--- src/common/mis_pkg.sv ---
// Notes on behaviour
// - source change waits until drive stopped
// - closed: keypad commands; open: terminal commands
// - terminals 5,4,3 pick preset; 6 picks jog
// - remote mode: analog input replaces preset 1
// - block while running: coast after 20ms, search
// - block while stopped: zero reference, stay stopped
// - block active: keypad shows blinking indication
// - normally-closed block input active when open
// - search input: block min time, then search
// - search starts at maximum or new setpoint
// - overcurrent: 2.0s decel; below level: resume
// - search current level 110% default, 0-200%
// - power loss: output off for min block
// - long loss: search at once on recovery
// - search V/f scaled by search ratio setting
// - timer output follows on/off delays
// - sample after 0.1s closed, freeze on open
// - hold input freezes ramp; release resumes ramp
// - stop during hold cancels hold, stops normally
package mis_pkg;

  typedef struct packed {
    logic       local_sel;
    logic [3:0] preset_sel;
    logic       block_no;
    logic       block_nc;
    logic       search_max;
    logic       search_set;
    logic       timer_in;
    logic       sample_hold;
    logic       hold;
    logic       fwd_run;
    logic       rev_run;
    logic       key_fwd;
    logic       key_rev;
  } mis_contacts_s;

  typedef enum logic [1:0] {MD_STOP, MD_RUN, MD_BLOCK, MD_SEARCH} mis_mode_e;

  localparam logic [7:0] OFS_CTRL       = 8'h00;
  localparam logic [7:0] OFS_FMAX       = 8'h04;
  localparam logic [7:0] OFS_ACCEL_STEP = 8'h08;
  localparam logic [7:0] OFS_SRCH_CUR   = 8'h0c;
  localparam logic [7:0] OFS_MIN_BLOCK  = 8'h10;
  localparam logic [7:0] OFS_SRCH_VF    = 8'h14;
  localparam logic [7:0] OFS_ON_DELAY   = 8'h18;
  localparam logic [7:0] OFS_OFF_DELAY  = 8'h1c;
  localparam logic [7:0] OFS_PRESET0    = 8'h20;
  localparam logic [7:0] OFS_STATUS     = 8'h40;
  localparam logic [7:0] OFS_OUT_FREQ   = 8'h44;
  localparam int         NUM_PRESETS    = 7;

  localparam int CTRL_NC_EN = 0;
  localparam int CTRL_SH_EN = 1;

  localparam logic [1:0]  RST_CTRL       = 2'h0;
  localparam logic [15:0] RST_FMAX       = 16'h0258;
  localparam logic [15:0] RST_ACCEL_STEP = 16'h0001;
  localparam logic [7:0]  RST_SRCH_CUR   = 8'h6e;
  localparam logic [7:0]  MAX_SRCH_CUR   = 8'hc8;
  localparam logic [7:0]  RST_MIN_BLOCK  = 8'h05;
  localparam logic [7:0]  RST_SRCH_VF    = 8'h64;
  localparam logic [7:0]  MAX_SRCH_VF    = 8'h64;
  localparam logic [7:0]  NORMAL_VF      = 8'h64;
  localparam logic [7:0]  RST_DELAY      = 8'h00;
  localparam logic [15:0] RST_JOG        = 16'h003c;
  localparam logic [15:0] RST_PRESET     = 16'h0000;

  localparam int CLK_PERIOD_NS = 10;
  localparam int TICK_MS       = 1;
  localparam int TICK_CYCLES   = TICK_MS * 1000000 / CLK_PERIOD_NS;

  localparam int BLOCK_DELAY_MS = 20;
  localparam int SAMPLE_MS      = 100;
  localparam int SETTING_STEP_MS = 100;
  localparam int SEARCH_DECEL_MS = 2000;
  localparam int BLINK_MS       = 500;

  localparam logic [7:0]  BLOCK_DELAY_TICKS  = 8'(BLOCK_DELAY_MS / TICK_MS);
  localparam logic [7:0]  SAMPLE_TICKS       = 8'(SAMPLE_MS / TICK_MS);
  localparam logic [15:0] SETTING_STEP_TICKS = 16'(SETTING_STEP_MS / TICK_MS);
  localparam logic [16:0] SEARCH_DECEL_TICKS = 17'(SEARCH_DECEL_MS / TICK_MS);
  localparam logic [9:0]  BLINK_TICKS        = 10'(BLINK_MS / TICK_MS);

endpackage

--- src/rtl/mis_top.sv ---
`timescale 1ns/1ps
module mis_top #(
  parameter int unsigned TICK_CYCLES = mis_pkg::TICK_CYCLES
) (
  input  wire logic                   i_sys_clk,
  input  wire logic                   i_reset_n,
  input  wire logic                   psel,
  input  wire logic                   penable,
  input  wire logic                   pwrite,
  input  wire logic [7:0]             paddr,
  input  wire logic [31:0]            pwdata,
  output logic                        pready,
  output logic [31:0]                 prdata,
  output logic                        pslverr,
  input  wire mis_pkg::mis_contacts_s i_contacts,
  input  wire logic [15:0]            i_analog_ref,
  input  wire logic [7:0]             i_out_current,
  input  wire logic                   i_power_loss,
  output logic                        o_gate_enable,
  output logic [15:0]                 o_freq_ref,
  output logic [15:0]                 o_out_freq,
  output logic [7:0]                  o_vf_scale,
  output logic                        o_timer_out,
  output logic                        o_block_blink,
  output logic                        o_local_active,
  output logic                        o_searching
);
  import mis_pkg::*;

  localparam int TW = (TICK_CYCLES > 1) ? $clog2(TICK_CYCLES) : 1;

  function automatic logic preset_hit(input logic [7:0] addr);
    return addr >= OFS_PRESET0 && addr < OFS_PRESET0 + 8'(4 * NUM_PRESETS) && addr[1:0] == 2'h0;
  endfunction

  function automatic logic [2:0] preset_idx(input logic [7:0] addr);
    logic [7:0] d;
    d = addr - OFS_PRESET0;
    return d[4:2];
  endfunction

  logic [1:0]  ctrl;
  logic [15:0] fmax;
  logic [15:0] accel_step;
  logic [7:0]  search_current_level;
  logic [7:0]  min_block_time;
  logic [7:0]  search_vf_ratio;
  logic [7:0]  on_delay_setting;
  logic [7:0]  off_delay_setting;
  logic [15:0] preset [NUM_PRESETS];

  mis_mode_e   mode;
  mis_mode_e   next_mode;
  logic [TW-1:0] tick_cnt;
  logic        tick;
  logic        local_mode;
  logic        run_cmd;
  logic        ext_blk;
  logic        ext_blk_eff;
  logic [7:0]  blk_cnt;
  logic        force_zero;
  logic        prev_max;
  logic        prev_set;
  logic        srch_edge;
  logic        srch_from_max;
  logic [15:0] mb_cnt;
  logic [15:0] mb_limit;
  logic        mb_done;
  logic [7:0]  sh_cnt;
  logic [15:0] sh_value;
  logic [15:0] analog_ref;
  logic [15:0] next_freq_ref;
  logic [16:0] srch_frac;
  logic        srch_dec;
  logic [15:0] tmr_cnt;
  logic [15:0] tmr_limit;
  logic [9:0]  blink_cnt;
  logic        blink_phase;
  logic        hold_eff;
  logic [15:0] ramp_target;

  // apb slave: one wait state, pready held one cycle
  always_ff @(posedge i_sys_clk or negedge i_reset_n) begin
    if (!i_reset_n) begin
      pready  <= 1'b0;
      prdata  <= 32'h0;
      pslverr <= 1'b0;
    end else begin
      pready  <= psel && penable && !pready;
      pslverr <= 1'b0;
      prdata  <= 32'h0;
      if (psel && penable && !pready) begin
        if (preset_hit(paddr)) begin
          prdata <= {16'h0, preset[preset_idx(paddr)]};
        end else begin
          unique case (paddr)
            OFS_CTRL:       prdata <= {30'h0, ctrl};
            OFS_FMAX:       prdata <= {16'h0, fmax};
            OFS_ACCEL_STEP: prdata <= {16'h0, accel_step};
            OFS_SRCH_CUR:   prdata <= {24'h0, search_current_level};
            OFS_MIN_BLOCK:  prdata <= {24'h0, min_block_time};
            OFS_SRCH_VF:    prdata <= {24'h0, search_vf_ratio};
            OFS_ON_DELAY:   prdata <= {24'h0, on_delay_setting};
            OFS_OFF_DELAY:  prdata <= {24'h0, off_delay_setting};
            OFS_STATUS:     prdata <= {24'h0, ext_blk, force_zero, o_timer_out, o_searching,
                                       o_gate_enable, local_mode, mode};
            OFS_OUT_FREQ:   prdata <= {16'h0, o_out_freq};
            default:        pslverr <= 1'b1;
          endcase
        end
      end
    end
  end

  // writes land on the edge where pready is sampled high
  always_ff @(posedge i_sys_clk or negedge i_reset_n) begin
    if (!i_reset_n) begin
      ctrl                 <= RST_CTRL;
      fmax                 <= RST_FMAX;
      accel_step           <= RST_ACCEL_STEP;
      search_current_level <= RST_SRCH_CUR;
      min_block_time       <= RST_MIN_BLOCK;
      search_vf_ratio      <= RST_SRCH_VF;
      on_delay_setting     <= RST_DELAY;
      off_delay_setting    <= RST_DELAY;
      for (int i = 0; i < NUM_PRESETS - 1; i++) begin
        preset[i] <= RST_PRESET;
      end
      preset[NUM_PRESETS-1] <= RST_JOG;
    end else if (psel && penable && pready && pwrite) begin
      if (preset_hit(paddr)) begin
        preset[preset_idx(paddr)] <= pwdata[15:0];
      end else begin
        unique case (paddr)
          OFS_CTRL:       ctrl <= pwdata[1:0];
          OFS_FMAX:       fmax <= pwdata[15:0];
          OFS_ACCEL_STEP: accel_step <= pwdata[15:0];
          // out-of-range search current and V/f ratio clamp rather than wrap
          OFS_SRCH_CUR:   search_current_level <= (pwdata[31:0] > 32'(MAX_SRCH_CUR)) ? MAX_SRCH_CUR
                                                  : pwdata[7:0];
          OFS_MIN_BLOCK:  min_block_time <= pwdata[7:0];
          OFS_SRCH_VF:    search_vf_ratio <= (pwdata[31:0] > 32'(MAX_SRCH_VF)) ? MAX_SRCH_VF
                                             : pwdata[7:0];
          OFS_ON_DELAY:   on_delay_setting <= pwdata[7:0];
          OFS_OFF_DELAY:  off_delay_setting <= pwdata[7:0];
          default:        ;
        endcase
      end
    end
  end

  assign tick = (tick_cnt == TW'(TICK_CYCLES - 1));

  always_ff @(posedge i_sys_clk or negedge i_reset_n) begin
    if (!i_reset_n) begin
      tick_cnt <= '0;
    end else begin
      tick_cnt <= tick ? '0 : tick_cnt + 1'b1;
    end
  end

  // source switch only takes effect from standstill
  always_ff @(posedge i_sys_clk or negedge i_reset_n) begin
    if (!i_reset_n) begin
      local_mode <= 1'b0;
    end else if (mode == MD_STOP) begin
      local_mode <= i_contacts.local_sel;
    end
  end

  assign run_cmd = local_mode ? (i_contacts.key_fwd || i_contacts.key_rev)
                              : (i_contacts.fwd_run || i_contacts.rev_run);

  assign ext_blk = i_contacts.block_no || (ctrl[CTRL_NC_EN] && !i_contacts.block_nc);
  assign ext_blk_eff = ext_blk && (blk_cnt == BLOCK_DELAY_TICKS);

  always_ff @(posedge i_sys_clk or negedge i_reset_n) begin
    if (!i_reset_n) begin
      blk_cnt <= 8'h0;
    end else if (!ext_blk) begin
      blk_cnt <= 8'h0;
    end else if (tick && blk_cnt != BLOCK_DELAY_TICKS) begin
      blk_cnt <= blk_cnt + 8'h1;
    end
  end

  // zero reference latched by a block at standstill, lifted by a new run
  always_ff @(posedge i_sys_clk or negedge i_reset_n) begin
    if (!i_reset_n) begin
      force_zero <= 1'b0;
    end else if (ext_blk_eff && !run_cmd) begin
      force_zero <= 1'b1;
    end else if (run_cmd) begin
      force_zero <= 1'b0;
    end
  end

  always_ff @(posedge i_sys_clk or negedge i_reset_n) begin
    if (!i_reset_n) begin
      prev_max      <= 1'b0;
      prev_set      <= 1'b0;
      srch_from_max <= 1'b0;
    end else begin
      prev_max <= i_contacts.search_max;
      prev_set <= i_contacts.search_set;
      if (mode != MD_BLOCK && next_mode == MD_BLOCK) begin
        srch_from_max <= srch_edge && i_contacts.search_max;
      end
    end
  end

  // momentary closure is enough, so the edge is what counts
  assign srch_edge = (i_contacts.search_max && !prev_max) || (i_contacts.search_set && !prev_set);

  assign mb_limit = 16'(min_block_time) * SETTING_STEP_TICKS;
  assign mb_done  = mb_cnt >= mb_limit;

  // counts from block entry, so a loss longer than the limit ends it at once
  always_ff @(posedge i_sys_clk or negedge i_reset_n) begin
    if (!i_reset_n) begin
      mb_cnt <= 16'h0;
    end else if (mode != MD_BLOCK) begin
      mb_cnt <= 16'h0;
    end else if (tick && !mb_done) begin
      mb_cnt <= mb_cnt + 16'h1;
    end
  end

  always_comb begin
    next_mode = mode;
    unique case (mode)
      MD_STOP: begin
        if (run_cmd && !ext_blk_eff && !i_power_loss) begin
          next_mode = MD_RUN;
        end
      end
      MD_RUN, MD_SEARCH: begin
        if (ext_blk_eff || i_power_loss || srch_edge) begin
          next_mode = MD_BLOCK;
        end else if (mode == MD_RUN && !run_cmd && o_out_freq == 16'h0) begin
          next_mode = MD_STOP;
        end else if (mode == MD_SEARCH && (i_out_current < search_current_level || !run_cmd)) begin
          next_mode = MD_RUN;
        end
      end
      MD_BLOCK: begin
        if (!ext_blk_eff && !i_power_loss && mb_done) begin
          next_mode = run_cmd ? MD_SEARCH : MD_STOP;
        end
      end
    endcase
  end

  always_ff @(posedge i_sys_clk or negedge i_reset_n) begin
    if (!i_reset_n) begin
      mode <= MD_STOP;
    end else begin
      mode <= next_mode;
    end
  end

  // sample/hold: track after 0.1 s closed, freeze on opening
  always_ff @(posedge i_sys_clk or negedge i_reset_n) begin
    if (!i_reset_n) begin
      sh_cnt   <= 8'h0;
      sh_value <= 16'h0;
    end else begin
      if (!i_contacts.sample_hold) begin
        sh_cnt <= 8'h0;
      end else if (tick && sh_cnt <= SAMPLE_TICKS) begin
        sh_cnt <= sh_cnt + 8'h1;
      end
      if (i_contacts.sample_hold && sh_cnt > SAMPLE_TICKS) begin
        sh_value <= i_analog_ref;
      end
    end
  end

  assign analog_ref = ctrl[CTRL_SH_EN] ? sh_value : i_analog_ref;

  // codes 110 and 111 are undefined; they reuse preset 6
  always_comb begin
    next_freq_ref = 16'h0;
    if (force_zero) begin
      next_freq_ref = 16'h0;
    end else if (i_contacts.preset_sel[3]) begin
      next_freq_ref = preset[NUM_PRESETS-1];
    end else if (i_contacts.preset_sel[2:0] == 3'h0 && !local_mode) begin
      next_freq_ref = analog_ref;
    end else if (i_contacts.preset_sel[2:0] > 3'h5) begin
      next_freq_ref = preset[5];
    end else begin
      next_freq_ref = preset[i_contacts.preset_sel[2:0]];
    end
  end

  always_ff @(posedge i_sys_clk or negedge i_reset_n) begin
    if (!i_reset_n) begin
      o_freq_ref <= 16'h0;
    end else begin
      o_freq_ref <= next_freq_ref;
    end
  end

  // hold is ignored without a run, so a stop ramps down normally
  assign hold_eff    = i_contacts.hold && run_cmd;
  assign ramp_target = run_cmd ? o_freq_ref : 16'h0;
  assign srch_dec    = srch_frac >= SEARCH_DECEL_TICKS && o_out_freq != 16'h0;

  // fractional accumulator spreads a full-scale drop over 2.0 s
  always_ff @(posedge i_sys_clk or negedge i_reset_n) begin
    if (!i_reset_n) begin
      srch_frac <= 17'h0;
    end else if (mode != MD_SEARCH) begin
      srch_frac <= 17'h0;
    end else begin
      srch_frac <= srch_frac + (tick ? {1'b0, fmax} : 17'h0)
                 - (srch_dec ? SEARCH_DECEL_TICKS : 17'h0);
    end
  end

  always_ff @(posedge i_sys_clk or negedge i_reset_n) begin
    if (!i_reset_n) begin
      o_out_freq <= 16'h0;
    end else if (next_mode == MD_STOP) begin
      o_out_freq <= 16'h0;
    end else if (mode == MD_BLOCK && next_mode == MD_SEARCH) begin
      o_out_freq <= srch_from_max ? fmax : o_freq_ref;
    end else if (mode == MD_SEARCH && next_mode == MD_SEARCH) begin
      if (srch_dec) begin
        o_out_freq <= o_out_freq - 16'h1;
      end
    end else if (mode == MD_RUN && next_mode == MD_RUN && tick && !hold_eff) begin
      if (o_out_freq < ramp_target) begin
        o_out_freq <= (ramp_target - o_out_freq > accel_step) ? o_out_freq + accel_step : ramp_target;
      end else if (o_out_freq > ramp_target) begin
        o_out_freq <= (o_out_freq - ramp_target > accel_step) ? o_out_freq - accel_step : ramp_target;
      end
    end
  end

  always_ff @(posedge i_sys_clk or negedge i_reset_n) begin
    if (!i_reset_n) begin
      o_gate_enable  <= 1'b0;
      o_searching    <= 1'b0;
      o_vf_scale     <= NORMAL_VF;
      o_local_active <= 1'b0;
    end else begin
      o_gate_enable  <= mode == MD_RUN || mode == MD_SEARCH;
      o_searching    <= mode == MD_SEARCH;
      o_vf_scale     <= (mode == MD_SEARCH) ? search_vf_ratio : NORMAL_VF;
      o_local_active <= local_mode;
    end
  end

  assign tmr_limit = 16'(o_timer_out ? off_delay_setting : on_delay_setting) * SETTING_STEP_TICKS;

  always_ff @(posedge i_sys_clk or negedge i_reset_n) begin
    if (!i_reset_n) begin
      tmr_cnt     <= 16'h0;
      o_timer_out <= 1'b0;
    end else if (i_contacts.timer_in == o_timer_out) begin
      tmr_cnt <= 16'h0;
    end else if (tmr_cnt >= tmr_limit) begin
      o_timer_out <= i_contacts.timer_in;
      tmr_cnt     <= 16'h0;
    end else if (tick) begin
      tmr_cnt <= tmr_cnt + 16'h1;
    end
  end

  always_ff @(posedge i_sys_clk or negedge i_reset_n) begin
    if (!i_reset_n) begin
      blink_cnt     <= 10'h0;
      blink_phase   <= 1'b0;
      o_block_blink <= 1'b0;
    end else begin
      if (tick) begin
        blink_cnt <= (blink_cnt == BLINK_TICKS - 10'h1) ? 10'h0 : blink_cnt + 10'h1;
        if (blink_cnt == BLINK_TICKS - 10'h1) begin
          blink_phase <= !blink_phase;
        end
      end
      o_block_blink <= ext_blk && !blink_phase;
    end
  end
endmodule

--- config.mk ---
export PLATFORM = sky130hd
export DESIGN_NAME = mis_top
export DESIGN_NICKNAME = d
export VERILOG_FILES = /design/src/common/mis_pkg.sv /design/src/rtl/mis_top.sv
export SDC_FILE = /design/constraint.sdc
export NUM_CORES = 1
export LEC_CHECK = 0
export BUFFER_PORTS_ARGS = -buffer_cell sky130_fd_sc_hd__clkbuf_2
export CORE_MARGIN = 8
export CORE_UTILIZATION = 39
export CTS_CLUSTER_DIAMETER = 50
export DETAILED_ROUTE_END_ITERATION = 12
export PLACE_DENSITY_LB_ADDON = 0.05
export SETUP_SLACK_MARGIN = 0.15
export SLEW_MARGIN = 0
export SYNTH_ARGS = -nofsm -noshare
export SYNTH_HDL_FRONTEND = slang
export SYNTH_SLANG_ARGS = --single-unit
--- constraint.sdc ---
create_clock -name i_sys_clk -period 12.75 [get_ports i_sys_clk]
set_input_delay 0.6375 -clock i_sys_clk [delete_from_list [all_inputs] [get_ports i_sys_clk]]
set_output_delay 0.6375 -clock i_sys_clk [all_outputs]
set_load 0.1 [all_outputs]
==> results of run 1 <==
report_power, final:
part | leakage, nW | switching [mW] | internal [mW] | total [mW]
registers | 4.96 | 0.116 | 1.20 | 1.32
clock network | 0.972 | 0.610 | 1.01 | 1.62
logic | 7.54 | 1.75 | 0.925 | 2.68
worst max path at each step:
stage	from	endpoint	slack, ns	cells past startpoint
finish	local_mode	o_out_freq[14]	5.47	25
global route	local_mode	o_out_freq[14]	5.20	25
CTS	local_mode	o_out_freq[14]	5.54	25
detailed placement	i_contacts[0]	o_out_freq[14]	5.26	26
global placement	i_contacts[0]	o_out_freq[14]	5.45	26
floorplan	i_contacts[0]	o_out_freq[6]	6.75	27
worst register-to-register path, stage by stage (launching register included):
cell	delay, ns
dfrtp_1	0.36
nor3b_1	0.39
nor2_2	0.08
buf_4	0.25
nand2_1	0.25
inv_1	0.11
ha_1	0.31
nor2b_1	0.14
o21ai_0	0.21
a21boi_0	0.15
o21ai_0	0.29
a21oi_1	0.20
a2111oi_0	0.63
nor2_1	0.16
a211o_1	0.34
xor2_1	0.15
ha_1	0.32
and4_1	0.26
o2111ai_1	0.14
a41o_1	0.23
a21oi_1	0.39
and2_0	0.71
nor2_1	0.35
a21oi_1	0.25
o211ai_1	0.12
a221o_1	0.34
cell usage after synthesis (6+ instances only):
master     instances  area [µm²]
and2_1             9        56.3
a21o_1            31         233
mux2_2           205        2310
dfrtp_1          343        8580
a221o_1            9        90.1
xnor2_1           78         683
a222oi_1          17         170
or3_1             12        75.1
nor2b_1           29         181
a211o_1            6        52.6
nand2_1          209         785
buf_4             17         128
nand3_1           44         220
a22oi_1           19         143
a211oi_1          35         263
o31ai_1           14         105
a2111oi_0          6        52.6
buf_1             12        45.0
o211ai_1          42         315
or2_2              7        43.8
o22ai_1            6        37.5
fa_1              16         320
a221oi_1          19         166
a31oi_1           24         150
a22o_1            13         114
nor4_1            17         106
xor2_1            46         403
o21ai_0          104         521
ha_1             217        2720
o21bai_1          18         135
nand4_1           36         225
nor2_1           209         785
a21oi_1          132         661
and3_1            27         169
dfstp_2           22         578
o21a_1            12        90.1
mux4_2            16         360
nand2b_1          14        87.6
nor3_1            40         200
inv_1            191         717
clkbuf_1         102         383
and4_1             7        61.3
mux2i_1           64         641
cell families after synthesis:
family | after synthesis
adder cells (fa/ha/maj) | 233
other | 1
AND/OR/NAND/NOR | 681
multiplexers | 285
flip-flops | 365
AO/OA/AOI/OAI | 546
buffers and inverters | 326
XOR/XNOR | 124
placed cells by master (no fill, tap or decap), types with 12 or more instances in the layout:
master / n
xnor2_1: 78
nand2_1: 209
clkbuf_8: 12
clkbuf_2: 147
clkbuf_16: 56
o31ai_1: 14
a21o_1: 31
conb_1: 16
xor2_1: 46
mux2_2: 205
a21oi_1: 132
buf_4: 22
a22o_1: 13
a221oi_1: 19
nor2b_1: 29
nor4_1: 17
fa_1: 16
o211ai_1: 42
o21ai_0: 104
nand4_1: 36
dfrtp_1: 343
and3_1: 27
a22oi_1: 19
inv_1: 191
dfstp_2: 22
or3_1: 12
nand3_1: 44
o21bai_1: 18
ha_1: 217
nor3_1: 40
a211oi_1: 35
mux4_2: 16
nor2_1: 207
mux2i_1: 64
nand2b_1: 14
o21a_1: 12
a222oi_1: 17
a31oi_1: 24
stage by stage:
step                power [mW]  cells  cell area [µm²]  setup WS, ns  hold WS, ns
global placement          3.97   3457            26200          5.45        0.453
floorplan                 3.18   2576            24800          6.75        0.342
finish                    5.61   3565            28200          5.47       0.0668
detailed placement        3.99   3457            26200          5.26        0.453
CTS                       5.64   3563            28200          5.54       0.0888
global route              5.93   3563            28200          5.20        0.130
layout make-up:
cell class / count / share of cell area
clock inverters: 31 / 0.0145
diodes: 2 / 0.000177
multi-input cells: 1885 / 0.509
flip-flops and latches: 365 / 0.325
repair buffers: 170 / 0.0325
well taps: 846 / 0.0375
clock buffers: 75 / 0.0565
inverters: 191 / 0.0254
metal layers:
metal / vias to the layer above / wire (µm) / track usage
li1: 9373 / - / -
met1: 9779 / 37500 / 0.309
met2: 487 / 35900 / 0.347
met3: 117 / 3850 / 0.0319
met4: 4 / 2320 / 0.0646
met5: - / 23 / 0
==> results.toml, run 1 <==
[floorplanning]
core_area_um2 = 62900
die_area_um2 = 71700
io_pins = 165
start_util = 0.394
row_count = 92
die_h_um = 268
die_x_um = 268

[global_routing]
grt_max_degree = 109
grt_pass1_wl_um = 123000
antenna_found_initial = 4
grt.overflow.total = 0
grt_usage = 0.219
grt_pass1_vias = 20158

[clock_tree]
path_clk_slew_ns = 0.06
ctsHoldBuffers = 0
clk_latency_ns = 0.62
cts_buffer_depth = 3
clock-sinks = 365
tritoncts = "built"
cts_resized = 0
cts_buffers = 56
cts_htree_levels = 2
post_cts.repair.setup_buffers = 0
cts_root_buffer = "clkbuf_16"

[sta]
fmax_mhz = 137
period_minus_slack_ns = 7.28
skew_ns = 0.0646
finalSetupViolations = 0
setup_tns_ns = 0
relSlewSlack = 0.267
fin_crit_sh = 0.571
finalHoldViolCount = 0
max_slew.worst_pin.slew_ns = 1.10
grt_setup_unrepaired = "no"
drv_slew = 0

[drt]
firstDrtPassIters = 7
wl_um = 79600
ant_nets = 0
drc = 0
routed_via_density = 5.54
num_vias = 19760
drt_iter0_markers = 1353
wire_per_inst_um = 22.3

[pwr]
p_leak_nw = 13.5
peakVddDrop_uv = 206
p_per_area_nw_per_um2 = 199

[logic_synthesis]
synth-compound-area-share = 0.148
yosysSeqAreaShare = 0.370
muxShareOfSynthArea = 0.134
syn_area_um2 = 24700
yosys_register_bits = 365
synth_xor_area_frac = 0.0439
synth_top_family_by_area = "compound AO/OA/AOI/OAI gates"
synth_edf_count = 0
synth_ff_type = "dfrtp_1"
synthAdderAreaFrac = 0.123
ys_warn_count = 0
synthSimpleGateAreaFrac = 0.129
asyncSetResetFlopFracSynth = 1.00
syn_avg_cell_area_um2 = 9.66
postSynthCellCount = 2561
synth_cell_type_count = 76

[critical_path]
slowest_stage = "and2_0"
r2r-end = "o_out_freq[14]"
worst-setup-path-type = "reg -> reg"
worst-path-max-fanout = 23
cp-start-kind = "flip-flop"
cp.arrival_ns = 7.73
cp_num_buf_inv = 2
crit_path_end_kind = "flip-flop"
path_common_cell = "a21oi_1"
worst-r2r-setup-slack_ns = 5.47
max_stage_delay_ns = 0.71
cp_top_family = "compound AO/OA/AOI/OAI gates"
r2r_start = "local_mode"
required_ns = 13.20
reg2reg_depth = 25

[status]
status = "finished, final reports clean"

[run]
maxCapViolations = 0

[min_path]
hp-class = "in -> async"

[final_layout]
fillers = 6201
largest_reg_flops = 112
finalNetCount = 2988
multiInputGateArea_um2 = 14400
drive_gt1_frac = 0.196
final_core_utilization = 0.449
syn2layout_area_growth_pct = 14.1
largestRegisters = "preset (112), srch_frac (17), tick_cnt (17)"
max_flop_register = "preset"
regArea_um2 = 9160

[place]
io_buffer_count = 148
place_hpwl_um = 59400
place.gp.congestion = 0.919
No activity file was read; power rests on OpenSTA's default activity.
==> run 2: changes to the inputs <==
==> constraint.sdc (replaced) <==
create_clock -name i_sys_clk -period 7 [get_ports i_sys_clk]
set_input_delay 0.35 -clock i_sys_clk [delete_from_list [all_inputs] [get_ports i_sys_clk]]
set_output_delay 0.35 -clock i_sys_clk [all_outputs]
set_load 0.1 [all_outputs]
==> results.toml, run 2 (same netlist as run 1, synthesis figures left out) <==
[final_layout]
final_cell_mix = "343 x dfrtp_1, 217 x ha_1, 209 x nand2_1"
final_common_cell = "dfrtp_1"
syn2layout_area_growth_pct = 15.4
drive_gt1_frac = 0.201
finalNetCount = 3026
multiInputGateArea_um2 = 14400
fillers = 6171
largest_reg_flops = 112
max_flop_register = "preset"
largestRegisters = "preset (112), srch_frac (17), tick_cnt (17)"
regArea_um2 = 9160

[clock_tree]
cts_buffer_depth = 3
clk_latency_ns = 0.61
post_cts.repair.setup_buffers = 0
cts_buffers = 57
cts_root_buffer = "clkbuf_16"
clock-sinks = 365
cts_htree_levels = 2
tritoncts = "built"
path_clk_slew_ns = 0.06

[critical_path]
cp-start-kind = "flip-flop"
worst-r2r-setup-slack_ns = 0.68
cp_num_buf_inv = 3
slowest_stage = "fa_1"
cp.arrival_ns = 6.81
cp_top_family = "compound AO/OA/AOI/OAI gates"
path_common_cell = "a21oi_1"
r2r_start = "local_mode"
r2r-end = "o_out_freq[1]"
required_ns = 7.49
worst-setup-path-type = "reg -> reg"
worst-path-max-fanout = 22
max_stage_delay_ns = 0.41
reg2reg_depth = 26
crit_path_end_kind = "flip-flop"

[drt]
dr_wl_met2_um = 36300
highest-signal-layer = "met5"
ant_nets = 0
firstDrtPassIters = 7
drc = 0
routed_via_density = 5.54
wire_per_inst_um = 22.6
wl_met1_um = 38600
num_vias = 19935
wl_um = 81400
wl_met3_um = 4190
drt_iter0_markers = 1516

[floorplanning]
die_area_um2 = 71700
die_h_um = 268
row_count = 92
core_area_um2 = 62900
io_pins = 165
start_util = 0.394
die_x_um = 268

[sta]
fin_crit_sh = 0.903
whs_ns = 0.0998
skew_ns = 0.0195
max_slew.worst_pin.slew_ns = 1.14
drv_slew = 0
finalHoldViolCount = 0
grt_setup_unrepaired = "no"
fmax_mhz = 158
setup_tns_ns = 0
finalSetupViolations = 0
period_minus_slack_ns = 6.32
relSlewSlack = 0.242

[pwr]
peakVddDrop_uv = 355
p_per_area_nw_per_um2 = 367
total_power_mw = 10.5
p_leak_nw = 13.6

[place]
place.gp.congestion = 0.919
io_buffer_count = 148
place_hpwl_um = 60900

[global_routing]
grt_max_degree = 167
grt_usage = 0.224
grt_pass1_wl_um = 125000
grt_pass1_vias = 20346
antenna_found_initial = 5
grt.overflow.total = 0

[min_path]
hp-class = "in -> reg"
worstHoldStart = "i_contacts[5]"
hold_end = "sh_cnt[5]"
hold-path-cell-count = 2

[run]
maxCapViolations = 0

[status]
status = "finished, final reports clean"
==> run 2: changes by cell type in the layout (fill, tap and decap cells not counted), sizes merged, moves of 2 or more <==
cell	change
dlygate4sd3	+22
inv	+8
clkbuf	-3
buf	+15
bufinv	-2
clkinv	-5
==> run 2: layout make-up <==
class | instances | area share
Multi-Input combinational cell | 1885 | 0.503
Timing Repair Buffer | 207 | 0.0442
Clock buffer | 72 | 0.0565
Clock inverter | 33 | 0.0131
Sequential cell | 365 | 0.321
Inverter | 191 | 0.0251
Tap cell | 846 | 0.0371
Antenna cell | 1 | 0.0000877
==> run 2: where the power goes <==
| part | internal [mW] | total, mW | leakage (nW) | switching [mW] |
|---|---|---|---|---|
| combinational | 1.79 | 5.20 | 7.72 | 3.41 |
| sequential | 2.19 | 2.32 | 4.96 | 0.132 |
| clock | 1.81 | 2.95 | 0.972 | 1.14 |
==> run 2: per-stage QoR <==
stage	area, µm²	setup WS [ns]	util	std cells
global route	28500	0.180	0.454	3599
detailed placement	26300	0.389	0.419	3472
CTS	28500	0.384	0.454	3599
floorplan	24800	1.04	-	2576
finish	28500	0.680	0.454	3600
global placement	26300	0.553	0.419	3472
==> run 2: how the worst max path moves through the flow <==
stage / start / slack, ns / depth (start not counted) / to
after floorplan: local_mode / 1.04 / 28 / o_out_freq[6]
after CTS: local_mode / 0.38 / 25 / o_out_freq[11]
after detailed placement: i_contacts[0] / 0.39 / 26 / o_out_freq[11]
final: local_mode / 0.68 / 26 / o_out_freq[1]
after global routing: local_mode / 0.18 / 27 / o_out_freq[6]
after global placement: i_contacts[0] / 0.55 / 26 / o_out_freq[11]
==> run 2: worst reg2reg max path: stages (launching register included) <==
cell and delay (ns):
dfrtp_1 0.38, nor3b_1 0.36, nor2_2 0.14, buf_4 0.25, nand2_1 0.13, ha_1 0.18, inv_1 0.06, fa_1 0.41
a21o_1 0.18, a21oi_1 0.22, o21ai_0 0.15, a211o_1 0.33, a31oi_1 0.25, a21oi_1 0.14, a21o_1 0.19, a21oi_1 0.17
xnor2_1 0.09, ha_1 0.30, and4_1 0.22, o2111ai_1 0.13, a41o_1 0.22, a21oi_1 0.40, nand2_1 0.32, buf_4 0.27
nand2_1 0.27, o21ai_0 0.13, a221o_1 0.31
==> run 2: timing repair <==
| item | 4_1_cts | 5_1_grt |
|---|---|---|
| hold buffers | 22 | 0 |
| endpoints found under the setup margin | 0 | 13 |
| resized for setup | 0 | 3 |
| endpoints found under the hold margin | 84 | 0 |
==> run 2: metal layers <==
| metal | GRT usage | vias to the layer above |
|---|---|---|
| met4 | 0.0610 | 4 |
| met2 | 0.353 | 488 |
| met1 | 0.317 | 9844 |
| met5 | 0 | - |
| met3 | 0.0387 | 119 |
| li1 | - | 9480 |
==> run 3: changes to the inputs <==
==> constraint.sdc (replaced) <==
create_clock -name i_sys_clk -period 7.1 [get_ports i_sys_clk]
set_input_delay 0.355 -clock i_sys_clk [delete_from_list [all_inputs] [get_ports i_sys_clk]]
set_output_delay 0.355 -clock i_sys_clk [all_outputs]
set_load 0.1 [all_outputs]
==> results.toml, run 3 (same netlist as run 1, synthesis figures left out) <==
[status]
status = "finished, final reports clean"

[floorplanning]
io_pins = 165
die_x_um = 268
die_h_um = 268
die_area_um2 = 71700
core_area_um2 = 62900
row_count = 92
start_util = 0.394

[pwr]
comb_power_share = 0.490
power.switching_mw = 4.45
p_leak_nw = 13.6
p_per_area_nw_per_um2 = 353
p_seq_frac = 0.233
peakVddDrop_uv = 326
netSwitchingFraction = 0.444
total_power_mw = 10.0
internal_power_mw = 5.57
power.share.clock = 0.277

[final_layout]
final_common_cell = "dfrtp_1"
largestRegisters = "preset (112), srch_frac (17), tick_cnt (17)"
fillers = 6025
regArea_um2 = 9160
final_core_utilization = 0.451
multiInputGateArea_um2 = 14400
finalInstanceArea_um2 = 28400
syn2layout_area_growth_pct = 14.7
final_cell_mix = "343 x dfrtp_1, 217 x ha_1, 208 x nand2_1"
largest_reg_flops = 112
finalNetCount = 3015
finalNonFillerCells = 3588
drive_gt1_frac = 0.196
max_flop_register = "preset"

[sta]
skew_ns = 0.0168
period_minus_slack_ns = 6.38
max_slew.worst_pin.slew_ns = 1.12
fin_crit_sh = 0.898
drv_slew = 0
whs_ns = 0.103
setup_ws_ns = 0.724
relSlewSlack = 0.252
setup_tns_ns = 0
finalHoldViolCount = 0
grt_setup_unrepaired = "no"
fmax_mhz = 157
finalSetupViolations = 0

[critical_path]
worst-r2r-setup-slack_ns = 0.72
r2r_start = "local_mode"
startpoint = "local_mode"
required_ns = 7.64
reg2reg_depth = 24
r2r-end = "o_out_freq[7]"
crit_path_end_kind = "flip-flop"
worst-path-max-fanout = 13
worst-setup-path-type = "reg -> reg"
cp-start-kind = "flip-flop"
cp.arrival_ns = 6.91
crit_end = "o_out_freq[7]"

[place]
placed_area_um2 = 26300
place_hpwl_um = 60600
place.gp.congestion = 0.896
pre_cts_slack_ns = 0.363
placed_cells = 3464
io_buffer_count = 148

[global_routing]
grt.overflow.total = 0
grt_usage = 0.223
grt_pass1_vias = 20414
busiest_layer = "met2"
grt_use_met1 = 0.315
grt_pass1_wl_um = 124000
grtUsageMet3 = 0.0339
met2_usage = 0.349
grt_max_degree = 136
antenna_found_initial = 5

[drt]
ant_nets = 0
firstDrtPassIters = 6
drc = 0
routed_via_density = 5.55
wl_um = 80400
num_vias = 19910
drt_iter0_markers = 1374
wire_per_inst_um = 22.4

[clock_tree]
path_clk_slew_ns = 0.06
clk_latency_ns = 0.60
cts_buffer_depth = 3
cts_root_buffer = "clkbuf_16"
cts_buffers = 54
tritoncts = "built"
post_cts.repair.setup_buffers = 0
cts_htree_levels = 2
clock-sinks = 365

[run]
maxCapViolations = 0

[min_path]
hp-class = "in -> reg"
hold-path-cell-count = 2
[run 3: worst min-delay path by stage]
stage	from	to
after CTS	i_contacts[5]	sh_cnt[5]
after detailed placement	local_mode	o_local_active
after global placement	local_mode	o_local_active
final	i_contacts[5]	sh_cnt[5]
after floorplan	i_reset_n	accel_step[10]
after global routing	i_contacts[5]	sh_cnt[5]
[run 3: area by class of cell]
class / instances / area share
tap: 846 / 0.0373
inverter: 191 / 0.0253
multi-input combinational: 1885 / 0.506
clock inverter: 31 / 0.0121
sequential: 365 / 0.323
clock buffer: 70 / 0.0540
antenna: 1 / 0.0000882
timing repair buffer: 199 / 0.0423
[run 3: worst max-delay path: stages, from the launching register on]
cell       delay [ns]
dfrtp_1          0.38
nor3b_1          0.38
nor2_2           0.14
nand2_1          0.23
inv_1            0.12
ha_1             0.33
nor2b_1          0.14
o21ai_0          0.21
a21boi_0         0.16
o21ai_0          0.24
a21oi_1          0.17
a2111oi_1        0.59
nor2_1           0.16
a211o_1          0.35
xor2_1           0.15
ha_1             0.31
and4_1           0.26
o2111ai_1        0.13
a41o_1           0.22
a21oi_1          0.37
nand2_2          0.30
o221a_2          0.37
o21a_1           0.16
a2111oi_0        0.29
a21o_1           0.13
[run 3: per-layer routing]
metal  share of wire  vias to the layer above  wire length [µm]
li1                -                     9428                 -
met1            0.48                     9898             38400
met2            0.44                      454             35800
met3           0.045                      124              3610
met4           0.032                        6              2600
met5         0.00051                        -                41
[run 3: power groups by stage]
| stage | Clock, mW | Sequential, mW | Combinational (mW) |
|---|---|---|---|
| CTS | 2.85 | 2.33 | 4.92 |
| finish | 2.78 | 2.33 | 4.91 |
| floorplan | 0 | 2.64 | 3.08 |
| global route | 2.94 | 2.34 | 5.39 |
| global placement | 0 | 2.36 | 4.87 |
| detailed placement | 0 | 2.37 | 4.88 |
[run 3: what timing repair did]
action	4_1_cts	5_1_grt
hold buffers	22	0
resized for setup	0	2
setup endpoints to repair	0	10
endpoints found under the hold margin	105	0
